### src/include/incr_jump_consts.svh
`ifndef INCR_JUMP_CONSTS_SVH
`define INCR_JUMP_CONSTS_SVH

// ----------------------------------------------------------------
// Encodings
// ----------------------------------------------------------------
`define IJ_JUMP_TOP       3'h5
`define IJ_INCREMENT_FILE_REG_TOP       6'h0A
`define IJ_INCREMENT_SKIP_IF_ZERO_TOP     6'h0F
`define IJ_NOP_WORD       14'h0000
// ----------------------------------------------------------------
// Field positions
// ----------------------------------------------------------------
`define IJ_IMM_MSB        10
`define IJ_DEST_BIT       7
`define IJ_FADDR_MSB      6
`define IJ_PAGE_MSB       4
`define IJ_PAGE_LSB       3
// ----------------------------------------------------------------
// Reset values
// ----------------------------------------------------------------
`define IJ_PC_RESET       13'h0000
`define IJ_ACC_RESET      8'h00

`endif

### src/include/incr_jump_pkg.sv
package incr_jump_pkg;
    typedef enum logic [1:0] {
        OP_OTHER  = 2'b00,
        OP_JUMP   = 2'b01,
        OP_INCREMENT_FILE_REG   = 2'b10,
        OP_INCREMENT_SKIP_IF_ZERO = 2'b11
    } op_kind_t;

    typedef enum logic [0:0] {
        ST_RUN   = 1'b0,
        ST_FLUSH = 1'b1
    } exec_state_t;
endpackage : incr_jump_pkg

### src/incr_op_decode.sv
`timescale 1ns/100ps
`include "incr_jump_consts.svh"

module incr_op_decode (
    input  wire logic [13:0]               instr,
    output incr_jump_pkg::op_kind_t        kind
);
    always_comb begin
        if (instr[13:11] == `IJ_JUMP_TOP)
            kind = incr_jump_pkg::OP_JUMP;
        else if (instr[13:8] == `IJ_INCREMENT_FILE_REG_TOP)
            kind = incr_jump_pkg::OP_INCREMENT_FILE_REG;
        else if (instr[13:8] == `IJ_INCREMENT_SKIP_IF_ZERO_TOP)
            kind = incr_jump_pkg::OP_INCREMENT_SKIP_IF_ZERO;
        else
            kind = incr_jump_pkg::OP_OTHER;
    end
endmodule : incr_op_decode

### src/increment_and_jump_exec.sv
// Functional notes
// [RULE1] Jump opcode loads 11-bit immediate into pc
// [RULE2] Pc bits 12:11 come from page latch
// [RULE3] Jump always taken, two cycles, flags kept
// [RULE4] Skip-increment: add one, d selects destination
// [RULE5] Zero result flushes next instruction as no-op
// [RULE6] Plain increment updates zero flag, one cycle
// [RULE7] Seven-bit file address, d bit above
// [RULE8] Increment wraps modulo 256
`timescale 1ns/100ps
`include "incr_jump_consts.svh"

module increment_and_jump_exec (
    input  wire logic        clk,
    input  wire logic        reset,
    input  wire logic        instr_valid,
    input  wire logic [13:0] instr,
    input  wire logic [7:0]  pc_high_latch,
    input  wire logic [7:0]  file_rdata,
    output logic      [6:0]  file_addr,
    output logic      [12:0] program_counter,
    output logic             pc_load,
    output logic      [7:0]  acc,
    output logic             file_we,
    output logic      [7:0]  file_wdata,
    output logic             zero_we,
    output logic             zero_flag,
    output logic             flush,
    output logic      [13:0] exec_instr
);
    // ------------------------------------------------------------
    // Decode
    // ------------------------------------------------------------
    incr_jump_pkg::op_kind_t     kind;
    incr_jump_pkg::exec_state_t  state_q, state_d;
    logic [13:0] eff_instr;
    logic [7:0]  sum;
    logic        is_inc, dest;

    // Fetched word is replaced by a no-op during the flush slot
    assign eff_instr = (state_q == incr_jump_pkg::ST_FLUSH)
                       ? `IJ_NOP_WORD : instr; // [RULE5]

    incr_op_decode u_dec (
        .instr (eff_instr),
        .kind  (kind)
    );

    assign is_inc = instr_valid &&
                    (kind == incr_jump_pkg::OP_INCREMENT_FILE_REG ||
                     kind == incr_jump_pkg::OP_INCREMENT_SKIP_IF_ZERO);
    assign dest   = eff_instr[`IJ_DEST_BIT]; // [RULE7]
    assign sum    = 8'(file_rdata + 8'h01); // [RULE8]

    // File address driven combinationally to the register file
    always_comb begin
        file_addr = eff_instr[`IJ_FADDR_MSB:0]; // [RULE7]
    end

    // ------------------------------------------------------------
    // Next state
    // ------------------------------------------------------------
    logic [12:0] pc_d;
    logic        pc_load_d, file_we_d, zero_we_d, zero_d, flush_d;
    logic [7:0]  acc_d, wdata_d;
    logic [13:0] exec_d;

    always_comb begin
        state_d   = incr_jump_pkg::ST_RUN;
        pc_d      = program_counter;
        pc_load_d = 1'b0;
        acc_d     = acc;
        file_we_d = 1'b0;
        wdata_d   = file_wdata;
        zero_we_d = 1'b0;
        zero_d    = zero_flag;
        flush_d   = 1'b0;
        // Discarded slot always shows a no-op
        exec_d    = instr_valid ? eff_instr : `IJ_NOP_WORD; // [RULE5]
        case (state_q)
            incr_jump_pkg::ST_RUN: begin
                if (instr_valid && kind == incr_jump_pkg::OP_JUMP) begin
                    pc_d = {pc_high_latch[`IJ_PAGE_MSB:`IJ_PAGE_LSB],
                            eff_instr[`IJ_IMM_MSB:0]}; // [RULE1] [RULE2]
                    pc_load_d = 1'b1;
                    flush_d   = 1'b1;
                    state_d   = incr_jump_pkg::ST_FLUSH; // [RULE3]
                end
                if (is_inc) begin
                    if (dest) begin
                        file_we_d = 1'b1;
                        wdata_d   = sum; // [RULE4] [RULE6]
                    end else begin
                        acc_d = sum; // [RULE4] [RULE6]
                    end
                end
                if (is_inc && kind == incr_jump_pkg::OP_INCREMENT_FILE_REG) begin
                    zero_we_d = 1'b1;
                    zero_d    = (sum == 8'h00); // [RULE6]
                end
                if (is_inc && kind == incr_jump_pkg::OP_INCREMENT_SKIP_IF_ZERO &&
                    sum == 8'h00) begin
                    flush_d = 1'b1;
                    state_d = incr_jump_pkg::ST_FLUSH; // [RULE5]
                end
            end
            incr_jump_pkg::ST_FLUSH: begin
                state_d = incr_jump_pkg::ST_RUN;
            end
            default: begin
                state_d = incr_jump_pkg::ST_RUN;
            end
        endcase
    end

    // ------------------------------------------------------------
    // Registers
    // ------------------------------------------------------------
    always_ff @(posedge clk) begin
        if (reset) begin
            state_q         <= incr_jump_pkg::ST_RUN;
            program_counter <= `IJ_PC_RESET;
            pc_load         <= 1'b0;
            acc             <= `IJ_ACC_RESET;
            file_we         <= 1'b0;
            file_wdata      <= 8'h00;
            zero_we         <= 1'b0;
            zero_flag       <= 1'b0;
            flush           <= 1'b0;
            exec_instr      <= `IJ_NOP_WORD;
        end else begin
            state_q         <= state_d;
            program_counter <= pc_d;
            pc_load         <= pc_load_d;
            acc             <= acc_d;
            file_we         <= file_we_d;
            file_wdata      <= wdata_d;
            zero_we         <= zero_we_d;
            zero_flag       <= zero_d;
            flush           <= flush_d;
            exec_instr      <= exec_d;
        end
    end

    // ------------------------------------------------------------
    // Assertions
    // ------------------------------------------------------------
    logic accept;

    // Word taken for execution this cycle
    assign accept = instr_valid && (state_q == incr_jump_pkg::ST_RUN);

    // Raw opcode matches on the fetched word
    function automatic logic match_jump(input logic [13:0] w);
        return w[13:11] == `IJ_JUMP_TOP;
    endfunction : match_jump

    function automatic logic match_top6(input logic [13:0] w,
                                        input logic [5:0]  top);
        return w[13:8] == top;
    endfunction : match_top6
endmodule : increment_and_jump_exec

### config.mk
export PLATFORM = sky130hd
export DESIGN_NAME = increment_and_jump_exec
export DESIGN_NICKNAME = d
export VERILOG_FILES = /design/src/include/incr_jump_pkg.sv /design/src/incr_op_decode.sv /design/src/increment_and_jump_exec.sv
export VERILOG_INCLUDE_DIRS = /design/src /design/src/include
export SDC_FILE = /design/constraint.sdc
export NUM_CORES = 1
export LEC_CHECK = 0
export ABC_AREA = 1
export BUFFER_PORTS_ARGS = -buffer_cell sky130_fd_sc_hd__buf_2
export CAP_MARGIN = 40
export CORE_UTILIZATION = 51
export DETAILED_ROUTE_END_ITERATION = 8
export PLACE_DENSITY = 0.84
export SYNTH_ARGS = -nofsm -noshare
export SYNTH_HDL_FRONTEND = slang
export SYNTH_HIERARCHICAL = 1
export SYNTH_SLANG_ARGS = --single-unit
### constraint.sdc
create_clock -name clk -period 3.4 [get_ports clk]
set_input_delay 0.17 -clock clk [delete_from_list [all_inputs] [get_ports clk]]
set_output_delay 0.17 -clock clk [all_outputs]
set_load 0.02 [all_outputs]
==> flow_metrics.py, run 1 <==
metrics = {
    "drt": {
        "post-route-drc-count": 0,
        "routed_via_density": 4.71,
        "postRouteWirelength_mm": 4.27,
        "drtIter0Drc": 81,
        "via_count": 1813,
        "drt-wirelength-per-cell_um": 11.1,
        "drt_pre_antenna_iters": 4,
        "route.antenna.remaining_nets": 0,
    },
    "worst_hold_path": {
        "timing.hold.worst.start": "pc_high_latch[3]",
        "worst_hold_path.endpoint": "program_counter[11]",
        "holdCritPathClass": "input pin to flop",
        "hold_path_depth": 3,
    },
    "clock_network": {
        "post_cts_resized": 0,
        "cts.clk_slew.worst_paths_ns": 0.09,
        "hold_buffers": 0,
        "ctsLongestPathBuffers": 2,
        "clockRootBuffer": "sky130_fd_sc_hd__clkbuf_8",
        "cts_buffers": 5,
        "skew_pair_late_insertion_delay_ns": 0.30,
        "cts_htree_levels": 2,
        "cts_sinks": 48,
        "cts_tree": "built",
        "number_of_setup_buffers_added_after_cts": 0,
    },
    "floorplan": {
        "io_pins": 88,
        "die_area_um2": 4420,
        "floorplan.die.width_um": 66.5,
        "floorplan.initialDensity": 0.530,
        "core_region_area_um2": 4000,
        "vertical_die_dimension_um": 66.5,
        "rows": 23,
    },
    "logic_synthesis": {
        "synth_seq_cells": 48,
        "synth_top_area_share": 0.453,
        "seq_area_frac_synth": 0.453,
        "synth_area_per_cell_um2": 8.06,
        "synthTopCellsByCount": "48 x sky130_fd_sc_hd__dfxtp_1, 45 x sky130_fd_sc_hd__nor2_1, 39 x sky130_fd_sc_hd__inv_1",
        "synthMostInstantiatedCell": "sky130_fd_sc_hd__dfxtp_1",
        "largest_area_contributor_in_the_netlist": "sky130_fd_sc_hd__dfxtp_1",
        "netlist_instances": 263,
        "yosys_warnings": 6,
        "synth.net_count": 298,
        "post_synth_main_area_contributors": "sky130_fd_sc_hd__dfxtp_1 45%, sky130_fd_sc_hd__nor2_1 8.0%, sky130_fd_sc_hd__inv_1 6.9%, sky130_fd_sc_hd__a211oi_2 5.3%, sky130_fd_sc_hd__nand2_1 3.9%",
        "synth.cell_area_um2": 2120,
        "yosysUniqueCellTypes": 31,
        "dominantRegCellSynth": "sky130_fd_sc_hd__dfxtp_1",
        "synth_enable_flop_cells": 0,
        "ys_async_sr_fraction": 0,
    },
    "grt": {
        "grt_total_usage": 0.200,
        "grt_antenna_before_repair": 0,
        "grt_start_max_net_pins": 21,
        "grt_overflow": 0,
        "grt_pass1_vias": 1579,
        "first_pass_grt_wire_length_mm": 6.60,
    },
    "layout": {
        "synthToLayoutAreaGrowth_pct": 20.7,
        "antenna-diode-count": 0,
        "share_of_final_layout_standard_cells_stronger_than_drive_strength_1": 0.385,
        "layoutNonFillerInstCount": 385,
        "layout_nets": 369,
    },
    "pwr": {
        "post-layout-total-power_w": 0.00107,
        "irDropWorstVdd_mv": 0.175,
        "static-leakage-power_nw": 1.37,
        "powerDensity_nw_per_um2": 420,
    },
    "timing": {
        "setup_total_negative_slack_ns": 0,
        "timing.final.setup_violations": 0,
        "max_clock_freq_ghz": 0.431,
        "timing.final.hold_violations": 0,
        "max_slew_margin": 0.551,
        "post_layout_min_period_ns": 2.32,
        "clock_skew_ns": 0.00563,
        "worst_slew_pin_slew_ns": 0.673,
        "maxSlewViolCount": 0,
        "grt_setup_unrepaired": "false",
        "layout_setup_ws_ns": 1.08,
        "final_min_period_over_clock_period": 0.683,
    },
    "worst_setup_path": {
        "end_kind": "flop",
        "critical_path.startpoint_type": "flop",
        "timing.setup.critical_path_class": "flop to flop",
        "r2r_setup_slack_ns": 1.08,
        "critical_path_peak_fanout": 20,
        "timing_startpoint_of_the_critical_path": "flush",
        "crit-reg2reg-launch": "flush",
        "r2r.worst_path.cells": 10,
        "required_ns": 3.63,
        "data_arrival_time_at_the_worst_slack_endpoint_ns": 2.55,
        "critical_path.reg2reg.endpoint": "program_counter[9]",
    },
    "placed_design": {
        "preCtsSetupSlack_ns": 1.10,
        "io_buffers": 81,
        "place_hpwl_mm": 3.24,
        "gp_congestion": 0.763,
        "numPlacedInstances": 377,
    },
    "run": {
        "max_cap_viol_count": 0,
    },
    "run_status": {
        "run_status": "completed",
    },
}
==> worst max-delay path by stage <==
stage,cells after the start,slack [ns],end
after floorplan,15,1.31,program_counter[11]
after global placement,9,1.14,acc[6]
after detailed placement,12,1.10,program_counter[11]
after CTS,10,1.09,program_counter[9]
after global routing,9,0.79,acc[5]
final,10,1.08,program_counter[9]
==> logic make-up (layout without fill, tap and decap cells) <==
kind of cell             Yosys count  count (layout)  synth area share
AND/OR/NAND/NOR                  104             104             0.229
buffers and inverters             65             137             0.147
flip-flops                        48              48             0.453
AO/OA/AOI/OAI                     43              43             0.155
adder cells (fa/ha/maj)            2               2            0.0118
XOR/XNOR                           1               1           0.00413
==> metrics by stage <==
stage	hold WS [ns]	util	area, um2
after floorplan	0.248	-	2120
after global placement	0.385	0.616	2460
after detailed placement	0.390	0.616	2460
after CTS	0.0677	0.640	2560
after global routing	0.0697	0.640	2560
final	0.0716	0.640	2560
==> registers in the layout, indices dropped and copies added, names as in the netlist <==
signal           flops
zero_we              1
pc_load              1
acc                  8
file_we              1
file_wdata           8
program_counter     13
zero_flag            1
flush                1
exec_instr          14
==> layout make-up <==
cell class,instances,area (um2)
multi-input combinational,150,847
tap,50,62.6
clock buffer,6,82.6
clock inverter,2,15.0
fill,355,1440
sequential,48,961
timing repair buffer,82,413
inverter,47,179
==> critical path, cell delays in order, from the launching register on <==
cell,delay [ns]
sky130_fd_sc_hd__dfxtp_1,0.76
sky130_fd_sc_hd__nor2_1,0.14
sky130_fd_sc_hd__inv_1,0.08
sky130_fd_sc_hd__nand2_1,0.04
sky130_fd_sc_hd__a21oi_1,0.31
sky130_fd_sc_hd__inv_2,0.04
sky130_fd_sc_hd__nor2_1,0.11
sky130_fd_sc_hd__nand3_2,0.14
sky130_fd_sc_hd__inv_2,0.35
sky130_fd_sc_hd__nand2_4,0.11
sky130_fd_sc_hd__o21ai_1,0.15
==> report_power, final <==
part,leakage (nW),switching [W],internal [W]
clock,0.0434,0.000189,0.000165
sequential,0.390,0.00000664,0.000577
combinational,0.941,0.0000921,0.0000457
==> layer usage <==
| layer | part of all wire | vias up | GRT usage |
|---|---|---|---|
| li1 | - | 964 | - |
| met1 | 0.43 | 780 | 0.224 |
| met2 | 0.48 | 63 | 0.348 |
| met3 | 0.079 | 6 | 0.0531 |
| met4 | 0.013 | 0 | 0.0957 |
| met5 | 0 | - | 0 |
==> cells in the final DEF (no fill, tap or decap), drive strengths merged <==
cell      synthesis  routed
nand2            27      27
nor3             16      16
nand3            11      11
clkinv            1       1
buf              18      82
nor4              1       1
inv              46      46
a31oi             2       2
dfxtp            48      48
clkinvlp          0       2
clkbuf            0       6
nor2             49      49
o21ai            21      21
a211oi            9       9
o21bai            1       1
ha                2       2
xor2              1       1
o211ai            2       2
a21oi             8       8
(Power assumes the default switching activity.)
==> run 2: changes to the inputs <==
- CORE_UTILIZATION: 51 -> 43
- PLACE_DENSITY: 0.84 -> 0.76
- clock period: 3.4 -> 1.9 ns (I/O delays scaled with it)
==> flow_metrics.py, run 2 (synthesis results as in run 1) <==
metrics = {
    "grt": {
        "first_pass_grt_wire_length_mm": 7.24,
        "grt_start_max_net_pins": 19,
        "grt_pass1_vias": 1651,
        "grt_total_usage": 0.178,
        "grt_overflow": 0,
        "grt_antenna_before_repair": 0,
    },
    "worst_setup_path": {
        "critical_path.top_delay_family": "simple AND/OR/NAND/NOR gates",
        "critical-path-slowest-cell": "sky130_fd_sc_hd__dfxtp_4",
        "end_kind": "flop",
        "r2r_setup_slack_ns": 0.18,
        "crit-reg2reg-launch": "flush",
        "critical_path.reg2reg.endpoint": "program_counter[3]",
        "timing.critical_path.buf_inv": 3,
        "crit_chain": "nor2_2 > nand3_1 > a21oi_2 > inv_2 > nor2_1 > nand3_2 > inv_2 > buf_4 > nor2_1 > a211oi_2",
        "r2r.worst_path.cells": 10,
        "critical_path.startpoint_type": "flop",
        "timing.setup.critical_path_class": "flop to flop",
        "critical_path.max_stage_delay_ns": 0.42,
        "data_arrival_time_at_the_worst_slack_endpoint_ns": 1.95,
        "required_ns": 2.13,
        "critical_path_peak_fanout": 17,
    },
    "layout": {
        "largest_registers_ranked_by_flip_flop_count": "exec_instr: 14 flops, program_counter: 13 flops",
        "most_frequent_cells_in_the_layout": "81 x sky130_fd_sc_hd__buf_2, 47 x sky130_fd_sc_hd__dfxtp_1, 41 x sky130_fd_sc_hd__nor2_1",
        "share_of_final_layout_standard_cells_stronger_than_drive_strength_1": 0.416,
        "final_core_utilization": 0.572,
        "synthToLayoutAreaGrowth_pct": 27.4,
        "layout_nets": 378,
        "fillerInstances": 455,
        "layout.cells.most_common": "sky130_fd_sc_hd__buf_2",
        "multiInputGateArea_um2": 861,
        "largest-register": "exec_instr",
        "largest_register_ff_count": 14,
        "regArea_um2": 965,
        "antenna-diode-count": 0,
    },
    "worst_hold_path": {
        "holdCritPathClass": "input pin to flop",
        "hold_path_depth": 3,
        "timing.hold.worst.start": "pc_high_latch[4]",
        "worst_hold_path.endpoint": "program_counter[12]",
    },
    "timing": {
        "maxSlewViolCount": 0,
        "timing.final.setup_violations": 0,
        "post_layout_min_period_ns": 1.72,
        "final_min_period_over_clock_period": 0.905,
        "worst_slew_pin_slew_ns": 0.418,
        "grt_setup_unrepaired": "false",
        "clock_skew_ns": 0.00527,
        "max_clock_freq_ghz": 0.581,
        "timing.final.hold_violations": 0,
        "max_slew_margin": 0.721,
        "setup_total_negative_slack_ns": 0,
    },
    "clock_network": {
        "clockRootBuffer": "sky130_fd_sc_hd__clkbuf_8",
        "cts_buffers": 5,
        "ctsLongestPathBuffers": 2,
        "cts_sinks": 48,
        "cts_htree_levels": 2,
        "cts.clk_slew.worst_paths_ns": 0.10,
        "cts_tree": "built",
        "skew_pair_late_insertion_delay_ns": 0.30,
    },
    "placed_design": {
        "gp_congestion": 0.836,
        "io_buffers": 81,
        "place_hpwl_mm": 3.37,
    },
    "run_status": {
        "run_status": "completed",
    },
    "pwr": {
        "clock_power_share": 0.365,
        "comb_power_share": 0.127,
        "switching_share": 0.260,
        "irDropWorstVdd_mv": 0.421,
        "seqPwrFrac": 0.508,
        "power.net_switching_w": 0.000533,
        "powerDensity_nw_per_um2": 759,
        "static-leakage-power_nw": 1.44,
        "cellInternalPower_w": 0.00152,
    },
    "drt": {
        "drt_pre_antenna_iters": 4,
        "postRouteWirelength_mm": 4.52,
        "post-route-drc-count": 0,
        "routed_via_density": 4.49,
        "route.antenna.remaining_nets": 0,
        "drt-wirelength-per-cell_um": 11.0,
        "via_count": 1844,
        "drtIter0Drc": 52,
    },
    "floorplan": {
        "die_area_um2": 5220,
        "io_pins": 88,
        "floorplan.initialDensity": 0.449,
        "core_region_area_um2": 4720,
        "vertical_die_dimension_um": 72.2,
        "floorplan.die.width_um": 72.2,
        "rows": 25,
    },
    "run": {
        "max_cap_viol_count": 0,
    },
}
[run 2: what timing repair did]
item	4_1_cts	5_1_grt
hold buffers	1	0
setup buffers	0	3
endpoints found under the setup margin	0	15
gates resized for setup	0	6
hold endpoints to repair	1	0
[run 2: area by class of cell]
type                       instances  share of cell area
clock buffer                       5              0.0255
sequential                        48               0.357
tap                               67              0.0310
inverter                          47              0.0671
multi-input combinational        150               0.319
timing repair buffer              91               0.183
clock inverter                     3              0.0176
[run 2: routing by layer]
layer  vias up  global-route usage  part of all wire
met1       801               0.199              0.45
li1        977                   -                 -
met2        59               0.323              0.47
met4         0              0.0588             0.013
met5         -                   0                 0
met3         7              0.0514             0.071
[run 2: worst register-to-register path, delay by kind of cell (launching register included)]
| family | cells | cell delay, ns |
|---|---|---|
| simple gates | 5 | 0.53 |
| flops | 1 | 0.42 |
| compound gates | 2 | 0.35 |
| buf+inv | 3 | 0.35 |
[run 2: worst max path at each step]
stage,from,cells after the start,slack (ns),endpoint
floorplan,flush,13,0.03,acc[7]
global placement,flush,11,0.21,file_wdata[2]
detailed placement,flush,10,0.16,program_counter[4]
CTS,flush,10,0.12,program_counter[3]
global route,flush,10,0.01,program_counter[3]
finish,flush,10,0.18,program_counter[3]
[run 2: stage by stage]
stage               hold WS, ns  setup WS [ns]  instance area (um2)  std cells  total power [W]
finish                   0.0289          0.180                 2700        411          0.00205
global route             0.0402        0.00995                 2700        411          0.00213
CTS                      0.0284          0.121                 2670        408          0.00206
detailed placement        0.308          0.165                 2540        399          0.00132
global placement          0.304          0.214                 2540        399          0.00132
floorplan                 0.173         0.0345                 2130        263          0.00124
[run 2: power by group through the flow]
stage / clock network [W] / registers (W) / logic (W)
after floorplan: 0 / 0.00110 / 0.000145
after global placement: 0 / 0.00107 / 0.000250
after detailed placement: 0 / 0.00107 / 0.000256
after CTS: 0.000758 / 0.00104 / 0.000260
after global routing: 0.000795 / 0.00105 / 0.000289
final: 0.000748 / 0.00104 / 0.000261
==> run 3: changes to the inputs <==
- ABC_AREA: 1 -> unset
- CORE_UTILIZATION: 43 -> 42
- PLACE_DENSITY: 0.76 -> 0.75
==> flow_metrics.py, run 3 <==
metrics = {
    "run_status": {
        "run_status": "finished, violations left",
        "violations": "design-rule violations",
    },
    "placed_design": {
        "preCtsSetupSlack_ns": -0.0764,
        "gp_congestion": 0.752,
        "place_hpwl_mm": 3.21,
        "io_buffers": 81,
        "numPlacedInstances": 340,
    },
    "drt": {
        "routed_via_density": 5.04,
        "drtIter0Drc": 66,
        "post-route-drc-count": 18,
        "via_count": 1769,
        "drt_pre_antenna_iters": 6,
        "route.antenna.remaining_nets": 0,
        "postRouteWirelength_mm": 4.44,
        "drt-wirelength-per-cell_um": 12.6,
    },
    "pwr": {
        "powerDensity_nw_per_um2": 709,
        "irDropWorstVdd_mv": 0.421,
        "post-layout-total-power_w": 0.00188,
        "static-leakage-power_nw": 1.22,
    },
    "logic_synthesis": {
        "synthSimpleGateAreaFrac": 0.257,
        "synth-xor-area-share": 0.0354,
        "synthTopCellsByCount": "48 x sky130_fd_sc_hd__dfxtp_1, 24 x sky130_fd_sc_hd__nand2_1, 22 x sky130_fd_sc_hd__nor2_1",
        "netlist_instances": 216,
        "synth_enable_flop_cells": 0,
        "seq_area_frac_synth": 0.485,
        "synth_seq_cells": 48,
        "yosys_warnings": 6,
        "synth_top_area_share": 0.485,
        "yosysUniqueCellTypes": 43,
        "post_synth_fa_ha_maj_area_fraction": 0.0126,
        "synth.net_count": 251,
        "compound_gate_fraction_of_synth_area": 0.136,
        "largest_area_contributor_in_the_netlist": "sky130_fd_sc_hd__dfxtp_1",
        "ys_async_sr_fraction": 0,
        "synth_top_family_by_area": "simple AND/OR/NAND/NOR gates",
        "synth.mux.area_fraction": 0.0101,
        "post_synth_main_area_contributors": "sky130_fd_sc_hd__dfxtp_1 49%, sky130_fd_sc_hd__a211oi_1 5.7%, sky130_fd_sc_hd__nand2_1 4.5%, sky130_fd_sc_hd__nor2b_1 4.4%, sky130_fd_sc_hd__nor2_1 4.2%",
        "dominantRegCellSynth": "sky130_fd_sc_hd__dfxtp_1",
        "synth.cell_area_um2": 1980,
        "synthMostInstantiatedCell": "sky130_fd_sc_hd__dfxtp_1",
        "synth_area_per_cell_um2": 9.17,
    },
    "floorplan": {
        "io_pins": 88,
        "floorplan.initialDensity": 0.446,
        "core_region_area_um2": 4440,
        "vertical_die_dimension_um": 70.7,
        "rows": 24,
        "floorplan.die.width_um": 70.7,
        "die_area_um2": 4990,
    },
    "worst_setup_path": {
        "required_ns": 2.08,
        "r2r.worst_path.cells": 9,
        "timing.setup.critical_path_class": "flop to flop",
        "crit_chain": "nor2b_2 > nand2b_4 > nor4b_4 > nand2_2 > buf_6 > nor3_4 > buf_12 > mux2i_1 > nor2_1",
        "end_kind": "flop",
        "critical_path.top_delay_family": "simple AND/OR/NAND/NOR gates",
        "timing.critical_path.buf_inv": 2,
        "critical-path-slowest-cell": "sky130_fd_sc_hd__dfxtp_4",
        "critical_path.startpoint_type": "flop",
        "critical_path_peak_fanout": 15,
        "critical_path.max_stage_delay_ns": 0.44,
        "critical_path_cell_count": 9,
        "data_arrival_time_at_the_worst_slack_endpoint_ns": 2.07,
    },
    "worst_hold_path": {
        "hold_path_depth": 2,
        "holdCritPathClass": "input pin to flop",
    },
    "clock_network": {
        "cts.clk_slew.worst_paths_ns": 0.09,
        "ctsLongestPathBuffers": 2,
        "cts_sinks": 48,
        "cts_buffers": 5,
        "cts_tree": "built",
        "hold_buffers": 0,
        "cts_htree_levels": 2,
        "clockRootBuffer": "sky130_fd_sc_hd__clkbuf_8",
        "skew_pair_late_insertion_delay_ns": 0.30,
    },
    "layout": {
        "largest-register": "exec_instr",
        "antenna-diode-count": 0,
        "fillerInstances": 406,
        "largest_register_ff_count": 14,
        "layoutNonFillerInstCount": 351,
        "largest_registers_ranked_by_flip_flop_count": "exec_instr: 14 flops, program_counter: 13 flops",
        "layout.cells.most_common": "sky130_fd_sc_hd__buf_2",
        "most_frequent_cells_in_the_layout": "81 x sky130_fd_sc_hd__buf_2, 47 x sky130_fd_sc_hd__dfxtp_1, 23 x sky130_fd_sc_hd__nand2_1",
        "share_of_final_layout_standard_cells_stronger_than_drive_strength_1": 0.408,
        "layout_nets": 333,
        "synthToLayoutAreaGrowth_pct": 33.9,
    },
    "timing": {
        "timing.final.hold_violations": 0,
        "max_slew_margin": 0.691,
        "grt_setup_unrepaired": "true",
        "clock_skew_ns": 0.00634,
        "final_min_period_over_clock_period": 0.991,
        "max_clock_freq_ghz": 0.531,
        "fin_worst_hold_slack_ns": 0.0143,
        "worst_slew_pin_slew_ns": 0.458,
        "maxSlewViolCount": 0,
        "post_layout_min_period_ns": 1.88,
        "timing.final.setup_violations": 0,
        "layout_setup_ws_ns": 0.0168,
    },
    "grt": {
        "grt_pass1_vias": 1532,
        "grt_overflow": 0,
        "grt_total_usage": 0.177,
        "grt_antenna_before_repair": 0,
        "grt_start_max_net_pins": 30,
        "first_pass_grt_wire_length_mm": 6.96,
    },
    "run": {
        "max_cap_viol_count": 0,
    },
}
run 3: cell count changes in the layout (fill, tap and decap cells not counted), moves of 5 or more:
cell / change
sky130_fd_sc_hd__a21oi_2: -5
sky130_fd_sc_hd__o21ai_1: -7
sky130_fd_sc_hd__xnor2_1: +5
sky130_fd_sc_hd__nor2_2: -6
sky130_fd_sc_hd__o21ai_0: -8
sky130_fd_sc_hd__nor2b_1: +10
sky130_fd_sc_hd__inv_1: -34
sky130_fd_sc_hd__nor3_1: -13
sky130_fd_sc_hd__and2_1: +10
sky130_fd_sc_hd__a211oi_1: +11
sky130_fd_sc_hd__nor2_1: -20
sky130_fd_sc_hd__a211oi_2: -5
sky130_fd_sc_hd__inv_2: -6
sky130_fd_sc_hd__a21oi_1: +7
run 3: worst reg2reg max path, stage by stage (launching register included):
cell and delay, ns:
sky130_fd_sc_hd__dfxtp_4 0.44, sky130_fd_sc_hd__nor2b_2 0.06, sky130_fd_sc_hd__nand2b_4 0.15, sky130_fd_sc_hd__nor4b_4 0.29
sky130_fd_sc_hd__nand2_2 0.10, sky130_fd_sc_hd__buf_6 0.14, sky130_fd_sc_hd__nor3_4 0.19, sky130_fd_sc_hd__buf_12 0.16
sky130_fd_sc_hd__mux2i_1 0.18, sky130_fd_sc_hd__nor2_1 0.05
run 3: path summary, 6_finish.rpt:
path | from | end | slack (ns)
hold reg to reg | program_counter[1] | program_counter[1] | 0.45
setup / recovery | flush | acc[1] | 0.02
setup reg to reg | flush | acc[1] | 0.02
hold / removal | instr[1] | exec_instr[1] | 0.01
run 3: layout make-up:
| type | instances | area [um2] | share of cell area |
|---|---|---|---|
| clock buffer | 5 | 68.8 | 0.0259 |
| multi-input combinational | 144 | 985 | 0.371 |
| clock inverter | 3 | 18.8 | 0.00708 |
| timing repair buffer | 94 | 532 | 0.200 |
| sequential | 48 | 965 | 0.364 |
| inverter | 5 | 18.8 | 0.00708 |
| tap | 52 | 65.1 | 0.0245 |
run 3: layer usage:
metal  part of all wire  vias to the layer above  track usage
met2               0.48                       75        0.296
met3              0.085                        4       0.0655
met1               0.43                      797        0.214
met4             0.0059                        0       0.0533
li1                   -                      893            -
met5                  0                        -            0
run 3: per-stage QoR:
stage / setup TNS, ns / util / instance area (um2)
after floorplan: -3.10 / - / 2040
after global placement: -0.00754 / 0.557 / 2480
after detailed placement: -0.0764 / 0.557 / 2480
after CTS: -0.00445 / 0.582 / 2590
after global routing: -0.709 / 0.597 / 2650
final: 0 / 0.597 / 2650
run 3: kinds of logic after synthesis:
group | Yosys count
muxes | 2
xor gates and xnor gates | 8
adders and majority gates | 2
DFF | 48
AOI/OAI and AO/OA | 38
buffers and inverters | 24
and+or+nand+nor | 94
run 3: repair_timing:
| item | 4_1_cts | 5_1_grt |
|---|---|---|
| setup buffers | 1 | 2 |
| pin swaps | 3 | 1 |
| gates resized for setup | 3 | 10 |
| endpoints found under the setup margin | 1 | 30 |
| cloned | 0 | 0 |
run 3: power by group:
| part | internal [W] | switching, W | leakage, nW |
|---|---|---|---|
| clock | 0.000257 | 0.000334 | 0.0479 |
| sequential | 0.00103 | 0.00000871 | 0.390 |
| combinational | 0.000103 | 0.000151 | 0.783 |
| total | 0.00139 | 0.000495 | 1.22 |
